File: src/rtl/aprl_pkg.sv
// shared constants and types for the absolute position readout link
package aprl_pkg;
  localparam int          CLK_HZ        = 40_000_000;
  localparam int          READY_MAX_US  = 2000;
  localparam int          READY_MAX_CYC = CLK_HZ / 1_000_000 * READY_MAX_US;
  localparam int          FRAME_BITS    = 56;
  localparam int          STEPS         = 28;
  localparam logic [5:0]  STEP_LAST     = 6'h1b;
  localparam int          FIFO_DEPTH    = 8;
  localparam logic [2:0]  STATUS_ZERO   = 3'h0;
  localparam logic [31:0] POS_RESET     = 32'h0;

  typedef struct packed {
    logic        overflow;
    logic        lostOverspeed;
    logic        lostBattery;
    logic        lowBattery;
    logic        noBattery;
  } aprl_status_t;

  typedef struct packed {
    logic signed [31:0] position;
    logic [7:0]         status;
    logic [7:0]         alarmCode;
    logic [7:0]         checksum;
  } aprl_frame_t;

  typedef enum logic [2:0] {
    ST_IDLE, ST_LOAD, ST_READY, ST_SHIFT, ST_WAITLOW, ST_DONE
  } aprl_state_t;
endpackage

File: src/rtl/aprl_fifo.sv
// parameterised valid/ready fifo
`timescale 1ns/1ps
module aprl_fifo #(
  parameter int WIDTH = 56,
  parameter int DEPTH = 8
) (
  input  wire logic             mclk,
  input  wire logic             rst,
  input  wire logic             inValid,
  output logic                  inReady,
  input  wire logic [WIDTH-1:0] inData,
  output logic                  outValid,
  input  wire logic             outReady,
  output logic      [WIDTH-1:0] outData
);
  localparam int AW = $clog2(DEPTH);
  logic [WIDTH-1:0] mem [DEPTH];
  logic [AW-1:0]    wrPtr_r, rdPtr_r;
  logic [AW:0]      count_r;
  logic             push, pop;

  assign inReady  = (count_r != (AW+1)'(DEPTH));
  assign outValid = (count_r != '0);
  assign outData  = mem[rdPtr_r];
  assign push     = inValid && inReady;
  assign pop      = outValid && outReady;

  always_ff @(posedge mclk) begin
    if (rst) begin
      wrPtr_r <= '0;
      rdPtr_r <= '0;
      count_r <= '0;
    end else begin
      if (push) begin
        mem[wrPtr_r] <= inData;
        wrPtr_r      <= (wrPtr_r == AW'(DEPTH-1)) ? '0 : wrPtr_r + 1'b1;
      end
      if (pop)
        rdPtr_r <= (rdPtr_r == AW'(DEPTH-1)) ? '0 : rdPtr_r + 1'b1;
      if (push && !pop)
        count_r <= count_r + 1'b1;
      else if (pop && !push)
        count_r <= count_r - 1'b1;
    end
  end
endmodule

File: src/rtl/aprl_top.sv
// absolute position alarm handling and two-bit readout link
`timescale 1ns/1ps
module aprl_top (
  input  wire logic               mclk,
  input  wire logic               rst,
  input  wire logic               absEnable,
  input  wire logic               positionLost,
  input  wire logic               postLossPulsePolicy,
  input  wire logic               pulseIn,
  input  wire logic               positionRequestIn,
  input  wire logic               alarmClearIn,
  input  wire logic               positionPresetIn,
  input  wire logic signed [31:0] positionIn,
  input  wire logic               positionValid,
  input  wire aprl_pkg::aprl_status_t statusIn,
  input  wire logic [7:0]         alarmCodeIn,
  input  wire logic               readyNormal,
  input  wire logic               torqueLimitedNormal,
  input  wire logic               zeroSpeedNormal,
  output logic                    dataReadyOut,
  output logic                    dataLowBitOut,
  output logic                    dataHighBitOut,
  output logic                    lossAlarm,
  output logic                    warningOut,
  output logic                    pulseEnable,
  output logic                    positionZero,
  output logic                    deviationClear,
  output logic                    sampleDropped
);
  // two-stage synchronisers for the pulse, request, clear and preset pins
  logic [3:0] sA_r, sB_r;
  logic       reqS, ckS, clrS, preS, reqD_r, clrD_r;
  always_ff @(posedge mclk) begin
    if (rst) begin
      sA_r   <= 4'h0;
      sB_r   <= 4'h0;
      reqD_r <= 1'b0;
      clrD_r <= 1'b0;
    end else begin
      sA_r   <= {positionPresetIn, alarmClearIn, positionRequestIn, pulseIn};
      sB_r   <= sA_r;
      reqD_r <= reqS;
      clrD_r <= clrS;
    end
  end
  assign reqS = sB_r[1];
  assign ckS  = sB_r[2];
  assign clrS = sB_r[2];
  assign preS = sB_r[3];
  logic pulseS;
  assign pulseS = sB_r[0];
  logic reqRise, clrFall;
  assign reqRise = reqS && !reqD_r;
  // clear input is the link clock while requested
  assign clrFall = !clrS && clrD_r && !reqS;

  // alarm and policy state
  logic alarm_r, alarm_nxt, pen_r, pen_nxt;
  logic policy_r, policyCaught_r, zero_r, zero_nxt;
  always_comb begin
    alarm_nxt = alarm_r;
    pen_nxt   = pen_r;
    zero_nxt  = 1'b0;
    if (absEnable && positionLost)
      alarm_nxt = 1'b1;
    else if (!pen_r && pulseS && !alarm_r)
      alarm_nxt = 1'b1;
    else if (clrFall && alarm_r) begin
      alarm_nxt = 1'b0;
      zero_nxt  = 1'b1;
      pen_nxt   = policy_r;
    end
    if (alarm_nxt)
      pen_nxt = 1'b0;
    // default policy waits for request rise
    else if (reqRise && !alarm_r)
      pen_nxt = 1'b1;
  end

  logic warn_r, warn_nxt;
  always_comb begin
    warn_nxt = warn_r;
    if (alarm_nxt)
      warn_nxt = 1'b1;
    else if (preS && !alarm_r)
      warn_nxt = 1'b0;
  end

  always_ff @(posedge mclk) begin
    if (rst) begin
      alarm_r        <= 1'b0;
      pen_r          <= 1'b1;
      zero_r         <= 1'b0;
      warn_r         <= 1'b0;
      policyCaught_r <= 1'b0;
      policy_r       <= 1'b0;
    end else begin
      alarm_r <= alarm_nxt;
      pen_r   <= pen_nxt;
      zero_r  <= zero_nxt;
      warn_r  <= warn_nxt;
      // policy latched once after reset release
      if (!policyCaught_r) begin
        policy_r       <= postLossPulsePolicy;
        policyCaught_r <= 1'b1;
      end
    end
  end

  // current position snapshot with zero on alarm reset
  logic signed [31:0] pos_r;
  always_ff @(posedge mclk) begin
    if (rst)
      pos_r <= aprl_pkg::POS_RESET;
    else if (zero_r)
      pos_r <= aprl_pkg::POS_RESET;
    else if (positionValid)
      pos_r <= positionIn;
  end

  // frame assembly
  aprl_pkg::aprl_frame_t fr;
  logic [7:0] statusByte, sum;
  always_comb begin
    statusByte = {aprl_pkg::STATUS_ZERO, statusIn.noBattery,
                  statusIn.lowBattery, statusIn.lostBattery,
                  statusIn.lostOverspeed, statusIn.overflow};
    sum = pos_r[31:24] + pos_r[23:16] + pos_r[15:8] + pos_r[7:0]
          + statusByte + alarmCodeIn;
    fr.position  = pos_r;
    fr.status    = statusByte;
    fr.alarmCode = alarmCodeIn;
    fr.checksum  = sum;
  end

  // snapshot fifo; captures come only in idle and the link pops each at once, so it holds one frame at most
  logic                  fifoInReady, fifoOutValid, fifoPop;
  logic [aprl_pkg::FRAME_BITS-1:0] fifoOut;
  logic                  capture;
  aprl_fifo #(.WIDTH(aprl_pkg::FRAME_BITS), .DEPTH(aprl_pkg::FIFO_DEPTH))
    uFifo (
      .mclk    (mclk),
      .rst     (rst),
      .inValid (capture),
      .inReady (fifoInReady),
      .inData  (fr),
      .outValid(fifoOutValid),
      .outReady(fifoPop),
      .outData (fifoOut)
    );

  // readout handshake
  aprl_pkg::aprl_state_t st_r, st_nxt;
  logic [55:0] sh_r, sh_nxt;
  logic [5:0]  step_r, step_nxt;
  logic        rdy_r, rdy_nxt, lo_r, lo_nxt, hi_r, hi_nxt;
  always_comb begin
    st_nxt   = st_r;
    sh_nxt   = sh_r;
    step_nxt = step_r;
    rdy_nxt  = rdy_r;
    lo_nxt   = lo_r;
    hi_nxt   = hi_r;
    capture  = 1'b0;
    fifoPop  = 1'b0;
    case (st_r)
      aprl_pkg::ST_IDLE: begin
        // request taken in any motion state
        if (reqRise && absEnable) begin
          capture = 1'b1;
          st_nxt  = aprl_pkg::ST_LOAD;
        end
      end
      aprl_pkg::ST_LOAD: begin
        if (fifoOutValid) begin
          sh_nxt   = fifoOut;
          fifoPop  = 1'b1;
          step_nxt = 6'h0;
          // ready two cycles after edge, far inside 2 ms
          rdy_nxt  = 1'b1;
          st_nxt   = aprl_pkg::ST_READY;
        end
      end
      aprl_pkg::ST_READY: begin
        // clock only trusted once ready is up
        if (ckS) begin
          // next two msbs out, then drop ready
          hi_nxt  = sh_r[55];
          lo_nxt  = sh_r[54];
          sh_nxt  = {sh_r[53:0], 2'b00};
          st_nxt  = aprl_pkg::ST_SHIFT;
        end
      end
      aprl_pkg::ST_SHIFT: begin
        rdy_nxt = 1'b0;
        st_nxt  = aprl_pkg::ST_WAITLOW;
      end
      aprl_pkg::ST_WAITLOW: begin
        // ready returns on clock low; 28 steps
        if (!ckS) begin
          if (step_r == aprl_pkg::STEP_LAST)
            st_nxt = aprl_pkg::ST_DONE;
          else begin
            step_nxt = step_r + 6'h1;
            rdy_nxt  = 1'b1;
            st_nxt   = aprl_pkg::ST_READY;
          end
        end
      end
      aprl_pkg::ST_DONE: ;
      default: st_nxt = aprl_pkg::ST_IDLE;
    endcase
    // early drop aborts with ready low
    if (!reqS && st_r != aprl_pkg::ST_IDLE) begin
      st_nxt  = aprl_pkg::ST_IDLE;
      rdy_nxt = 1'b0;
      lo_nxt  = 1'b0;
      hi_nxt  = 1'b0;
    end
  end

  always_ff @(posedge mclk) begin
    if (rst) begin
      st_r   <= aprl_pkg::ST_IDLE;
      sh_r   <= 56'h0;
      step_r <= 6'h0;
      rdy_r  <= 1'b0;
      lo_r   <= 1'b0;
      hi_r   <= 1'b0;
    end else begin
      st_r   <= st_nxt;
      sh_r   <= sh_nxt;
      step_r <= step_nxt;
      rdy_r  <= rdy_nxt;
      lo_r   <= lo_nxt;
      hi_r   <= hi_nxt;
    end
  end

  // output muxing registered; normal functions suspended while requested
  always_ff @(posedge mclk) begin
    if (rst) begin
      dataReadyOut   <= 1'b0;
      dataLowBitOut  <= 1'b0;
      dataHighBitOut <= 1'b0;
      lossAlarm      <= 1'b0;
      warningOut     <= 1'b0;
      pulseEnable    <= 1'b0;
      positionZero   <= 1'b0;
      deviationClear <= 1'b0;
      sampleDropped  <= 1'b0;
    end else begin
      dataReadyOut   <= reqS ? rdy_nxt : readyNormal;
      dataLowBitOut  <= reqS ? lo_nxt  : torqueLimitedNormal;
      dataHighBitOut <= reqS ? hi_nxt  : zeroSpeedNormal;
      lossAlarm      <= alarm_nxt;
      warningOut     <= warn_nxt;
      pulseEnable    <= pen_nxt;
      positionZero   <= zero_nxt;
      deviationClear <= clrS && !reqS;
      sampleDropped  <= capture && !fifoInReady;
    end
  end

  chk_ready_after_req: assert property (
    @(posedge mclk) disable iff (rst)
    $rose(reqS) && absEnable && st_r == aprl_pkg::ST_IDLE
      |-> ##[1:4] (rdy_r || !reqS))
    else $error("ready not raised after request");
  chk_ready_drop_ck: assert property (@(posedge mclk) disable iff (rst)
    st_r == aprl_pkg::ST_READY && ckS && reqS |-> ##2 !rdy_r)
    else $error("ready not dropped after clock high");
  chk_abort_ready_low: assert property (
    @(posedge mclk) disable iff (rst)
    !reqS |=> !rdy_r)
    else $error("ready high without request");
  chk_alarm_clear_zero: assert property (
    @(posedge mclk) disable iff (rst)
    $fell(alarm_r) |-> zero_r ##1 pos_r == 32'h0)
    else $error("position not zeroed on alarm reset");
  chk_warn_holds: assert property (@(posedge mclk) disable iff (rst)
    $fell(alarm_r) |-> warn_r)
    else $error("warning dropped with alarm");
  chk_loss_raises: assert property (@(posedge mclk) disable iff (rst)
    absEnable && positionLost |=> alarm_r)
    else $error("loss did not raise alarm");
  chk_step_bound: assert property (@(posedge mclk) disable iff (rst)
    step_r <= aprl_pkg::STEP_LAST)
    else $error("step count past 28");
  chk_policy_stable: assert property (@(posedge mclk) disable iff (rst)
    policyCaught_r && $past(policyCaught_r) |-> $stable(policy_r))
    else $error("policy changed without power cycle");
endmodule

File: config.mk
export PLATFORM = sky130hd
export DESIGN_NAME = aprl_top
export DESIGN_NICKNAME = d
export VERILOG_FILES = /design/src/rtl/aprl_pkg.sv /design/src/rtl/aprl_fifo.sv /design/src/rtl/aprl_top.sv
export SDC_FILE = /design/constraint.sdc
export NUM_CORES = 1
export LEC_CHECK = 0
export BUFFER_PORTS_ARGS = -buffer_cell sky130_fd_sc_hd__buf_2
export CORE_MARGIN = 2
export CORE_UTILIZATION = 55
export CTS_CLUSTER_SIZE = 30
export DETAILED_ROUTE_END_ITERATION = 10
export PLACE_DENSITY_LB_ADDON = 0.2
export SETUP_SLACK_MARGIN = 0.2
export SYNTH_ARGS = -nofsm -noshare
export SYNTH_HDL_FRONTEND = slang
export SYNTH_SLANG_ARGS = --single-unit
File: constraint.sdc
create_clock -name mclk -period 11.2 [get_ports mclk]
set_input_delay 0.56 -clock mclk [delete_from_list [all_inputs] [get_ports mclk]]
set_output_delay 0.56 -clock mclk [all_outputs]
set_load 0.1 [all_outputs]
==> results of run 1 <==
synth_stat cells, types with 17 or more instances:
cell,instances
mux2_2,72
nor2_1,154
a211oi_1,23
nor3_1,47
nand2_1,17
fa_1,26
mux2i_1,72
dfxtp_1,135
inv_1,62
a21oi_1,19
edfxtp_1,424
buf_2,35
clkbuf_1,42
o22ai_1,40
mux4_2,66
a221oi_1,31
through the flow:
step | util | hold WS [ns] | cells | worst slack, ns
CTS | 0.6277 | 0.1471 | 2027 | 7.299
global placement | 0.5807 | 0.4303 | 1924 | 7.165
detailed placement | 0.5807 | 0.4264 | 1924 | 7.129
floorplan | - | 0.4138 | 1394 | 5.886
global route | 0.6277 | 0.1671 | 2027 | 7.116
finish | 0.6277 | 0.1727 | 2027 | 7.308
state kept, by name (all words and copies together) (netlist names), 3 cells and up, named ones only:
register / flops
sh_r: 56
step_r: 6
uFifo.rdPtr_r: 3
sB_r: 4
sA_r: 4
st_r: 3
uFifo.mem: 424
uFifo.count_r: 4
pos_r: 32
uFifo.wrPtr_r: 3
layer usage:
| metal | track usage | share of wire | up-vias |
|---|---|---|---|
| li1 | - | - | 5412 |
| met1 | 0.3417 | 0.45 | 6187 |
| met2 | 0.3818 | 0.48 | 328 |
| met3 | 0.03690 | 0.052 | 57 |
| met4 | 0.06192 | 0.016 | 0 |
| met5 | 0 | 0 | - |
kinds of logic after synthesis:
| group | Yosys count | share of synthesized area |
|---|---|---|
| compound gates | 140 | 0.04381 |
| buf+inv | 144 | 0.02657 |
| simple gates | 270 | 0.05594 |
| xor+xnor | 19 | 0.007470 |
| mux | 220 | 0.1410 |
| flops | 559 | 0.6928 |
| fa+ha+maj | 42 | 0.03235 |
path summary, 6_finish.rpt:
kind	to	slack (ns)	cells after the start	start
max	uFifo.mem[2][6]$_DFFE_PP_	7.31	14	pos_r[2]$_SDFFE_PP0P_
min	sA_r[1]$_SDFF_PP0_	0.17	2	positionRequestIn
max reg2reg	uFifo.mem[2][6]$_DFFE_PP_	7.31	14	pos_r[2]$_SDFFE_PP0P_
min reg2reg	sB_r[0]$_SDFF_PP0_	0.44	1	sA_r[0]$_SDFF_PP0_
final cells by class:
class / count / area [µm²]
Clock buffer: 71 / 1536
Clock inverter: 32 / 337.8
Fill cell: 2932 / 14830
Inverter: 63 / 236.5
Multi-Input combinational cell: 691 / 6306
Sequential cell: 559 / 15440
Tap cell: 525 / 656.9
Timing Repair Buffer: 86 / 480.5
power groups by stage:
stage | Combinational (mW) | Clock, mW | Sequential (mW)
6_report | 0.299 | 1.88 | 2.35
5_1_grt | 0.328 | 1.99 | 2.36
4_1_cts | 0.299 | 1.91 | 2.35
3_5_place_dp | 0.298 | 0 | 2.40
3_3_place_gp | 0.289 | 0 | 2.39
2_1_floorplan | 0.196 | 0 | 2.40
worst register-to-register path: stages, from the launching register on:
cell and delay (ns):
dfxtp_1 0.50, inv_1 0.12, fa_1 0.55, inv_1 0.07, fa_1 0.48, inv_1 0.05, fa_1 0.43, inv_1 0.07
ha_1 0.15, inv_1 0.06, fa_1 0.45, inv_1 0.07, a21o_1 0.11, a21oi_1 0.07, xnor2_1 0.44
==> reports/results.ini, run 1 <==
[synthesis]
ys_types = 53
synth_area_leader_cell = edfxtp_1
async_reset_ff_frac = 0
synth_top_cell_area_share = 0.5715
ys_top_cells_by_area = edfxtp_1 (57%), dfxtp_1 (12%), mux4_2 (6.7%), mux2_2 (3.6%), mux2i_1 (3.2%)
ys_ff_latch = 559
ys.flop_type = edfxtp_1
ys_seq_area_frac = 0.6928
synth-edff-count = 424
syn-num-nets = 1494
avgSynthCellArea_um2 = 15.98
syn_area_mm2 = 0.02228
yosys_warnings = 0
netlist_instances = 1394

[floorplan]
dieArea_mm2 = 0.04213
fp.dieH_um = 205.3
core_area_mm2 = 0.03982
die_w_um = 205.3
pin_count = 67
rows = 73
start_util = 0.5594

[clock_network]
cts.sinks = 559
cts-root-buf = clkbuf_16
htree_levels = 2
post_cts_buffers = 0
cts_resized = 0
cts_tree = yes
ctsHoldBuffers = 0
numCtsBuffers = 55
clk_path_buf_depth = 3
clock_latency_ns = 0.61
cts.clk_slew.worst_paths_ns = 0.06

[drt]
first_pass_iters = 5
ant_nets = 0
num_vias = 11984
vias_per_cell = 5.912
dr.first_iter.drc_count = 961
drc_errors = 0
wirelength_mm = 48.57
wire_per_inst_um = 23.96

[place]
portBuffers = 66
placed_cell_area_mm2 = 0.02312
gp_congestion = 0.8159
dpl.hpwl_mm = 27.06

[power]
power_switching_mw = 1.005
p_leak_nw = 8.496
clock_power_share = 0.415
p_int_mw = 3.532
power_frac_comb = 0.066
p_total_mw = 4.537
vdd_drop_max_v = 0.0001393
seqPwrFrac = 0.519
swShare = 0.2215
powerDensity_mw_per_mm2 = 181.5

[critical_path]
cp_data_arrival_time_ns = 4.22
max_stage_delay_ns = 0.55
required_ns = 11.53
path_cells = inv_1 -> fa_1 -> inv_1 -> fa_1 -> inv_1 -> fa_1 -> inv_1 -> ha_1 -> inv_1 -> fa_1 -> inv_1 -> a21o_1 -> a21oi_1 -> xnor2_1
critical_path_class = flop to flop
crit_top_cell = inv_1
critical_path.max_fanout = 10
end_kind = flop
worst-path-buf-inv = 6
critPathLaunchType = flop
cp_top_family = adder cells
worst_path_max_delay_cell = fa_1

[timing]
fin_crit_ns = 3.892
setup_tns_ns = 0
tightest_slew_ns = 1.171
max_slew_margin = 0.2195
setup-violations-final = 0
rsz0062_at_grt = false
finalClockSkew_ns = 0.01918
fmax_mhz = 256.9
fin_crit_sh = 0.3475
hold_viol_final = 0
slew_viol_final = 0

[cells_and_area]
final_cell_mix = edfxtp_1 (424), nor2_1 (148), dfxtp_1 (132)
final_common_cell = edfxtp_1
num_antenna_cells = 0
layout.nets = 1556
drive_above_1_share = 0.2224
final_area_mm2 = 0.02500
syn_to_final_growth_pct = 12.21

[hold_path]
min_path_type = input pin to flop

[global_routing]
grt_pass1_wl_mm = 73.48
grt_use_total = 0.2371
grt_max_degree = 64
grt_pass1_vias = 11895
grt_overflow = 0
antenna_found_initial = 1

[flow_run]
maxCapViolCount = 0

[status]
status = complete, no violations

Note: power is estimated with default switching activity, not from simulation.
==> run 2, diff against run 1 <==
--- a/config.mk
+++ b/config.mk
@@ -5,6 +5,7 @@
 export SDC_FILE = /design/constraint.sdc
 export NUM_CORES = 1
 export LEC_CHECK = 0
+export ABC_AREA = 1
 export BUFFER_PORTS_ARGS = -buffer_cell sky130_fd_sc_hd__buf_2
 export CORE_MARGIN = 2
 export CORE_UTILIZATION = 55
==> constraint.sdc (replaced) <==
create_clock -name mclk -period 3.95 [get_ports mclk]
set_input_delay 0.1975 -clock mclk [delete_from_list [all_inputs] [get_ports mclk]]
set_output_delay 0.1975 -clock mclk [all_outputs]
set_load 0.1 [all_outputs]
==> reports/results.ini, run 2 <==
[hold_path]
hold_depth = 3
hold_end = pos_r[17]$_SDFFE_PP0P_
hp-start = positionIn[17]
min_path_type = input pin to flop

[flow_run]
maxCapViolCount = 0

[power]
seqPwrFrac = 0.438
swShare = 0.3036
power_frac_comb = 0.223
powerDensity_mw_per_mm2 = 603.1
p_int_mw = 11.26
vdd_drop_max_v = 0.0006218
p_leak_nw = 9.831
clock_power_share = 0.340
power_switching_mw = 4.909

[timing]
fin_crit_ns = 3.615
hold_slack_ns = 0.03865
fin_crit_sh = 0.9152
fin_ws_ns = 0.3351
tightest_slew_ns = 0.8765
hold_viol_final = 0
setup_tns_ns = 0
rsz0062_at_grt = false
finalClockSkew_ns = 0.02992
setup-violations-final = 0
fmax_mhz = 276.6
max_slew_margin = 0.4156
slew_viol_final = 0

[synthesis]
synth_area_leader_cell = edfxtp_1
ys_top_cells_by_area = edfxtp_1 (55%), dfxtp_1 (12%), nor2_1 (6.4%), o21ai_0 (4.4%), nand2_1 (4.4%)
synth-edff-count = 424
yosys_warnings = 0
ys_seq_area_frac = 0.6622
yosysMostFrequentCell = edfxtp_1
ys_ff_latch = 559
avgSynthCellArea_um2 = 10.60
synth_top_cell_area_share = 0.5463
ys_top_cells_by_count = edfxtp_1 (424), nor2_1 (396), nand2_1 (272)
async_reset_ff_frac = 0
ys.flop_type = edfxtp_1
netlist_instances = 2199
ys_types = 39
syn_area_mm2 = 0.02331
syn-num-nets = 2299

[place]
portBuffers = 66
dp_cells = 2718
dpl.hpwl_mm = 32.35
post-place-ws_ns = 0.08060
gp_congestion = 0.8539

[cells_and_area]
drive_above_1_share = 0.1031
layout.nets = 2400
num_antenna_cells = 0
syn_to_final_growth_pct = 15.01
final_cells = 2886
final_common_cell = edfxtp_1
reg_top3 = uFifo.mem: 424 flops, sh_r: 56 flops, pos_r: 32 flops
largest_register = uFifo.mem
final_cell_mix = edfxtp_1 (424), nor2_1 (395), nand2_1 (271)
largest_register_ffs = 424

[critical_path]
required_ns = 4.31
reg2reg_depth = 15
critPathLaunchType = flop
reg2reg_from = pos_r[11]$_SDFFE_PP0P_
rrSetupSlack_ns = 0.34
critical_path_class = flop to flop
critical_path.max_fanout = 9
cp_data_arrival_time_ns = 3.97
end_kind = flop
rr_endpoint = uFifo.mem[2][7]$_DFFE_PP_

[floorplan]
pin_count = 67
start_util = 0.5569
fp.dieH_um = 209.9
dieArea_mm2 = 0.04404
die_w_um = 209.9
core_area_mm2 = 0.04185
rows = 75

[status]
status = complete, no violations

[drt]
dr.first_iter.drc_count = 1663
vias_per_cell = 5.674
wirelength_mm = 59.71
wire_per_inst_um = 20.69
first_pass_iters = 7
drc_errors = 0
ant_nets = 0
num_vias = 16374

[clock_network]
cts.sinks = 559
cts_tree = yes
numCtsBuffers = 55
clock_latency_ns = 0.62
cts-root-buf = clkbuf_16
clk_path_buf_depth = 3
cts.clk_slew.worst_paths_ns = 0.06
htree_levels = 2

[global_routing]
grt_use_total = 0.2761
grt_pass1_wl_mm = 91.80
grt_overflow = 0
antenna_found_initial = 0
grt_pass1_vias = 15947
grt_max_degree = 113

## run 2: how the worst max path moves through the flow
stage / end / slack (ns) / startpoint
6_report: uFifo.mem[2][7]$_DFFE_PP_ / 0.34 / pos_r[11]$_SDFFE_PP0P_
5_1_grt: uFifo.mem[2][7]$_DFFE_PP_ / 0.23 / pos_r[11]$_SDFFE_PP0P_
4_1_cts: uFifo.mem[2][6]$_DFFE_PP_ / 0.21 / pos_r[2]$_SDFFE_PP0P_
3_5_place_dp: uFifo.mem[2][6]$_DFFE_PP_ / 0.08 / pos_r[18]$_SDFFE_PP0P_
3_3_place_gp: uFifo.mem[1][6]$_DFFE_PP_ / 0.24 / pos_r[18]$_SDFFE_PP0P_
2_1_floorplan: uFifo.mem[5][0]$_DFFE_PP_ / -1.27 / st_r[0]$_SDFFE_PP0P_
## run 2: layout make-up
cell class              count  area [µm²]
clock buffers              84        1630
clock inverters            20       295.3
fillers                  3212       15050
inverters                 180       685.7
multi-input cells        1339        6703
flip-flops and latches    559       15460
well taps                 539       674.4
repair buffers            165        1359
## run 2: cells by family (layout without fill, tap and decap cells)
kind of cell               count (synthesis)  count (layout)  share of synthesized area
xor gates and xnor gates                  12              12                   0.004509
and+or+nand+nor                          896             896                     0.1599
buffers and inverters                    301             449                    0.05449
DFF                                      559             559                     0.6622
AOI/OAI and AO/OA                        389             389                    0.08793
adders and majority gates                 42              42                    0.03092
## run 2: metal layers
metal  share of wire  global-route usage  up-vias
met1            0.41              0.3733     7909
met3           0.074             0.03846      123
li1                -                   -     7674
met5               0                   0        -
met2            0.49              0.4675      668
met4           0.029             0.08486        0
## run 2: critical path, stage by stage (launching register included)
cell	delay [ns]
dfxtp_2	0.39
inv_1	0.09
fa_1	0.58
inv_1	0.07
fa_1	0.53
inv_1	0.05
fa_1	0.54
inv_1	0.07
ha_1	0.30
inv_1	0.07
nor3_1	0.20
nand2_1	0.07
nand3_1	0.13
inv_1	0.05
nand3_1	0.09
nand2_2	0.11
## run 2: power groups by stage
| stage | registers (mW) | clock network (mW) | logic (mW) |
|---|---|---|---|
| floorplan | 7.17 | 0 | 2.49 |
| global placement | 7.18 | 0 | 3.30 |
| detailed placement | 7.19 | 0 | 3.40 |
| CTS | 7.07 | 5.54 | 3.53 |
| global route | 7.11 | 5.78 | 4.02 |
| finish | 7.08 | 5.49 | 3.60 |
## run 2: metrics by stage
stage                 util  total power [mW]  cell area (µm²)
floorplan                -             9.655            23310
global placement    0.5775             10.48            24170
detailed placement  0.5775             10.59            24170
CTS                 0.6396             16.14            26770
global route        0.6405             16.91            26810
finish              0.6405             16.17            26810
## run 2: timing repair
action                                  4_1_cts  5_1_grt
hold endpoints to repair                    143        0
gates cloned                                  0        0
hold buffers                                 64        0
setup buffers                                 0        0
gates resized for setup                       9       15
endpoints found under the setup margin       24       32
pin swaps                                     1        1
==> run 3, diff against run 2 <==
--- a/config.mk
+++ b/config.mk
@@ -7,6 +7,7 @@
 export LEC_CHECK = 0
 export ABC_AREA = 1
 export BUFFER_PORTS_ARGS = -buffer_cell sky130_fd_sc_hd__buf_2
+export CORE_ASPECT_RATIO = 0.7
 export CORE_MARGIN = 2
 export CORE_UTILIZATION = 55
 export CTS_CLUSTER_SIZE = 30
==> reports/results.ini, run 3 (same netlist as run 2, synthesis figures left out) <==
[status]
status = complete, no violations

[critical_path]
rrSetupSlack_ns = 0.34
end_kind = flop
crit_top_cell = fa_1
critical_path_class = flop to flop
critPathLaunchType = flop
cp_data_arrival_time_ns = 3.94
reg2reg_from = pos_r[25]$_SDFFE_PP0P_
worst-path-buf-inv = 4
cp_top_family = adder cells
path_cells = inv_1 -> fa_1 -> fa_1 -> fa_1 -> inv_1 -> ha_1 -> inv_1 -> fa_1 -> o21ai_1 -> xor2_2 -> buf_4
required_ns = 4.28
endpoint = uFifo.mem[1][6]$_DFFE_PP_
reg2reg_depth = 11
crit_cells = 11
critical_path.max_fanout = 9
max_stage_delay_ns = 0.49
worst_path_max_delay_cell = fa_1
setup.worst_path.start = pos_r[25]$_SDFFE_PP0P_
rr_endpoint = uFifo.mem[1][6]$_DFFE_PP_

[drt]
num_vias = 16336
vias_per_cell = 5.653
drc_errors = 0
wire_per_inst_um = 20.86
first_pass_iters = 5
ant_nets = 0
wirelength_mm = 60.29
dr.first_iter.drc_count = 1845

[timing]
tightest_slew_ns = 1.140
fin_ws_ns = 0.3395
hold_slack_ns = 0.007923
slew_viol_final = 0
setup_tns_ns = 0
fin_crit_sh = 0.9141
finalClockSkew_ns = 0.02943
setup-violations-final = 0
fin_crit_ns = 3.611
fmax_mhz = 277.0
hold_viol_final = 0
rsz0062_at_grt = false
max_slew_margin = 0.2399

[clock_network]
htree_levels = 2
cts_tree = yes
cts.sinks = 559
cts-root-buf = clkbuf_16
cts.clk_slew.worst_paths_ns = 0.06
clock_latency_ns = 0.60
clk_path_buf_depth = 3
numCtsBuffers = 52

[place]
dp_cells = 2736
dpl.hpwl_mm = 33.42
post-place-ws_ns = -0.001608
gp_congestion = 0.8580
portBuffers = 66

[cells_and_area]
largest_register = uFifo.mem
final_common_cell = edfxtp_1
final_cell_mix = edfxtp_1 (424), nor2_1 (395), nand2_1 (272)
final_cells = 2890
reg_top3 = uFifo.mem: 424 flops, sh_r: 56 flops, pos_r: 32 flops
syn_to_final_growth_pct = 14.23
drive_above_1_share = 0.1031
layout.nets = 2394
largest_register_ffs = 424

[floorplan]
pin_count = 67
rows = 63
dieArea_mm2 = 0.04407
fp.dieH_um = 176.2
die_w_um = 250.0
start_util = 0.5537
core_area_mm2 = 0.04209

[power]
vdd_drop_max_v = 0.0003745
powerDensity_mw_per_mm2 = 596.5
p_leak_nw = 9.786

[flow_run]
maxCapViolCount = 0

[global_routing]
grt_max_degree = 225
grt_overflow = 0
grt_pass1_vias = 15755
grt_pass1_wl_mm = 91.21
antenna_found_initial = 2
grt_use_total = 0.2747

[hold_path]
min_path_type = input pin to flop

==> run 3: cell types whose count changed in the layout (fill, tap and decap cells not counted), sizes merged <==
cell         previous run  this run
inv                   180       182
diode                   0         1
clkinvlp                1         0
dlygate4sd3            64        55
clkinv                 13        16
bufinv                  6         3
buf                   101       107
clkbuf                 84        76
==> run 3: power breakdown <==
group / leakage [nW] / internal, mW / switching (mW)
Clock: 0.889 / 2.96 / 2.16
Combinational: 3.93 / 1.16 / 2.51
Sequential: 4.97 / 6.86 / 0.224
Total: 9.79 / 11.0 / 4.90
==> run 3: through the flow <==
step / instance area (µm²) / power, mW / util
detailed placement: 24250 / 10.69 / 0.5761
finish: 26620 / 15.88 / 0.6325
global placement: 24250 / 10.60 / 0.5761
global route: 26620 / 16.61 / 0.6325
CTS: 26590 / 15.84 / 0.6317
floorplan: 23310 / 9.655 / -
==> run 3: layout make-up <==
| cell class | count | area, µm² |
|---|---|---|
| clock buffer | 76 | 1573 |
| clock inverter | 21 | 201.4 |
| tap | 552 | 690.7 |
| sequential | 559 | 15450 |
| timing repair buffer | 162 | 1339 |
| multi-input combinational | 1339 | 6680 |
| fill | 3281 | 15470 |
| inverter | 180 | 683.2 |
| antenna | 1 | 2.502 |
==> run 3: worst min path at each step <==
stage / start / endpoint / slack, ns / cells past startpoint
4_1_cts: positionValid / pos_r[18]$_SDFFE_PP0P_ / 0.001 / 3
3_3_place_gp: sA_r[2]$_SDFF_PP0_ / sB_r[2]$_SDFF_PP0_ / 0.40 / 2
3_5_place_dp: sA_r[3]$_SDFF_PP0_ / sB_r[3]$_SDFF_PP0_ / 0.40 / 2
5_1_grt: positionIn[12] / pos_r[12]$_SDFFE_PP0P_ / 0.02 / 3
2_1_floorplan: alarmCodeIn[2] / uFifo.mem[0][10]$_DFFE_PP_ / 0.30 / 0
6_report: positionValid / pos_r[26]$_SDFFE_PP0P_ / 0.008 / 3
==> run 3: timing repair <==
action | 4_1_cts | 5_1_grt
pin swaps | 1 | 1
resized for setup | 2 | 13
hold buffers | 55 | 0
setup buffers | 1 | 0
setup endpoints to repair | 8 | 32
hold endpoints to repair | 140 | 0
==> run 3: worst min-delay path: stages <==
cell,delay (ns)
buf_2,0.19
nand2_1,0.11
a21oi_1,0.07
==> run 3: per-layer routing <==
layer | vias to the layer above | share of wire | track usage
li1 | 7664 | - | -
met1 | 7875 | 0.44 | 0.3969
met2 | 707 | 0.44 | 0.4171
met3 | 88 | 0.10 | 0.06914
met4 | 2 | 0.020 | 0.07585
met5 | - | 0.00018 | 0
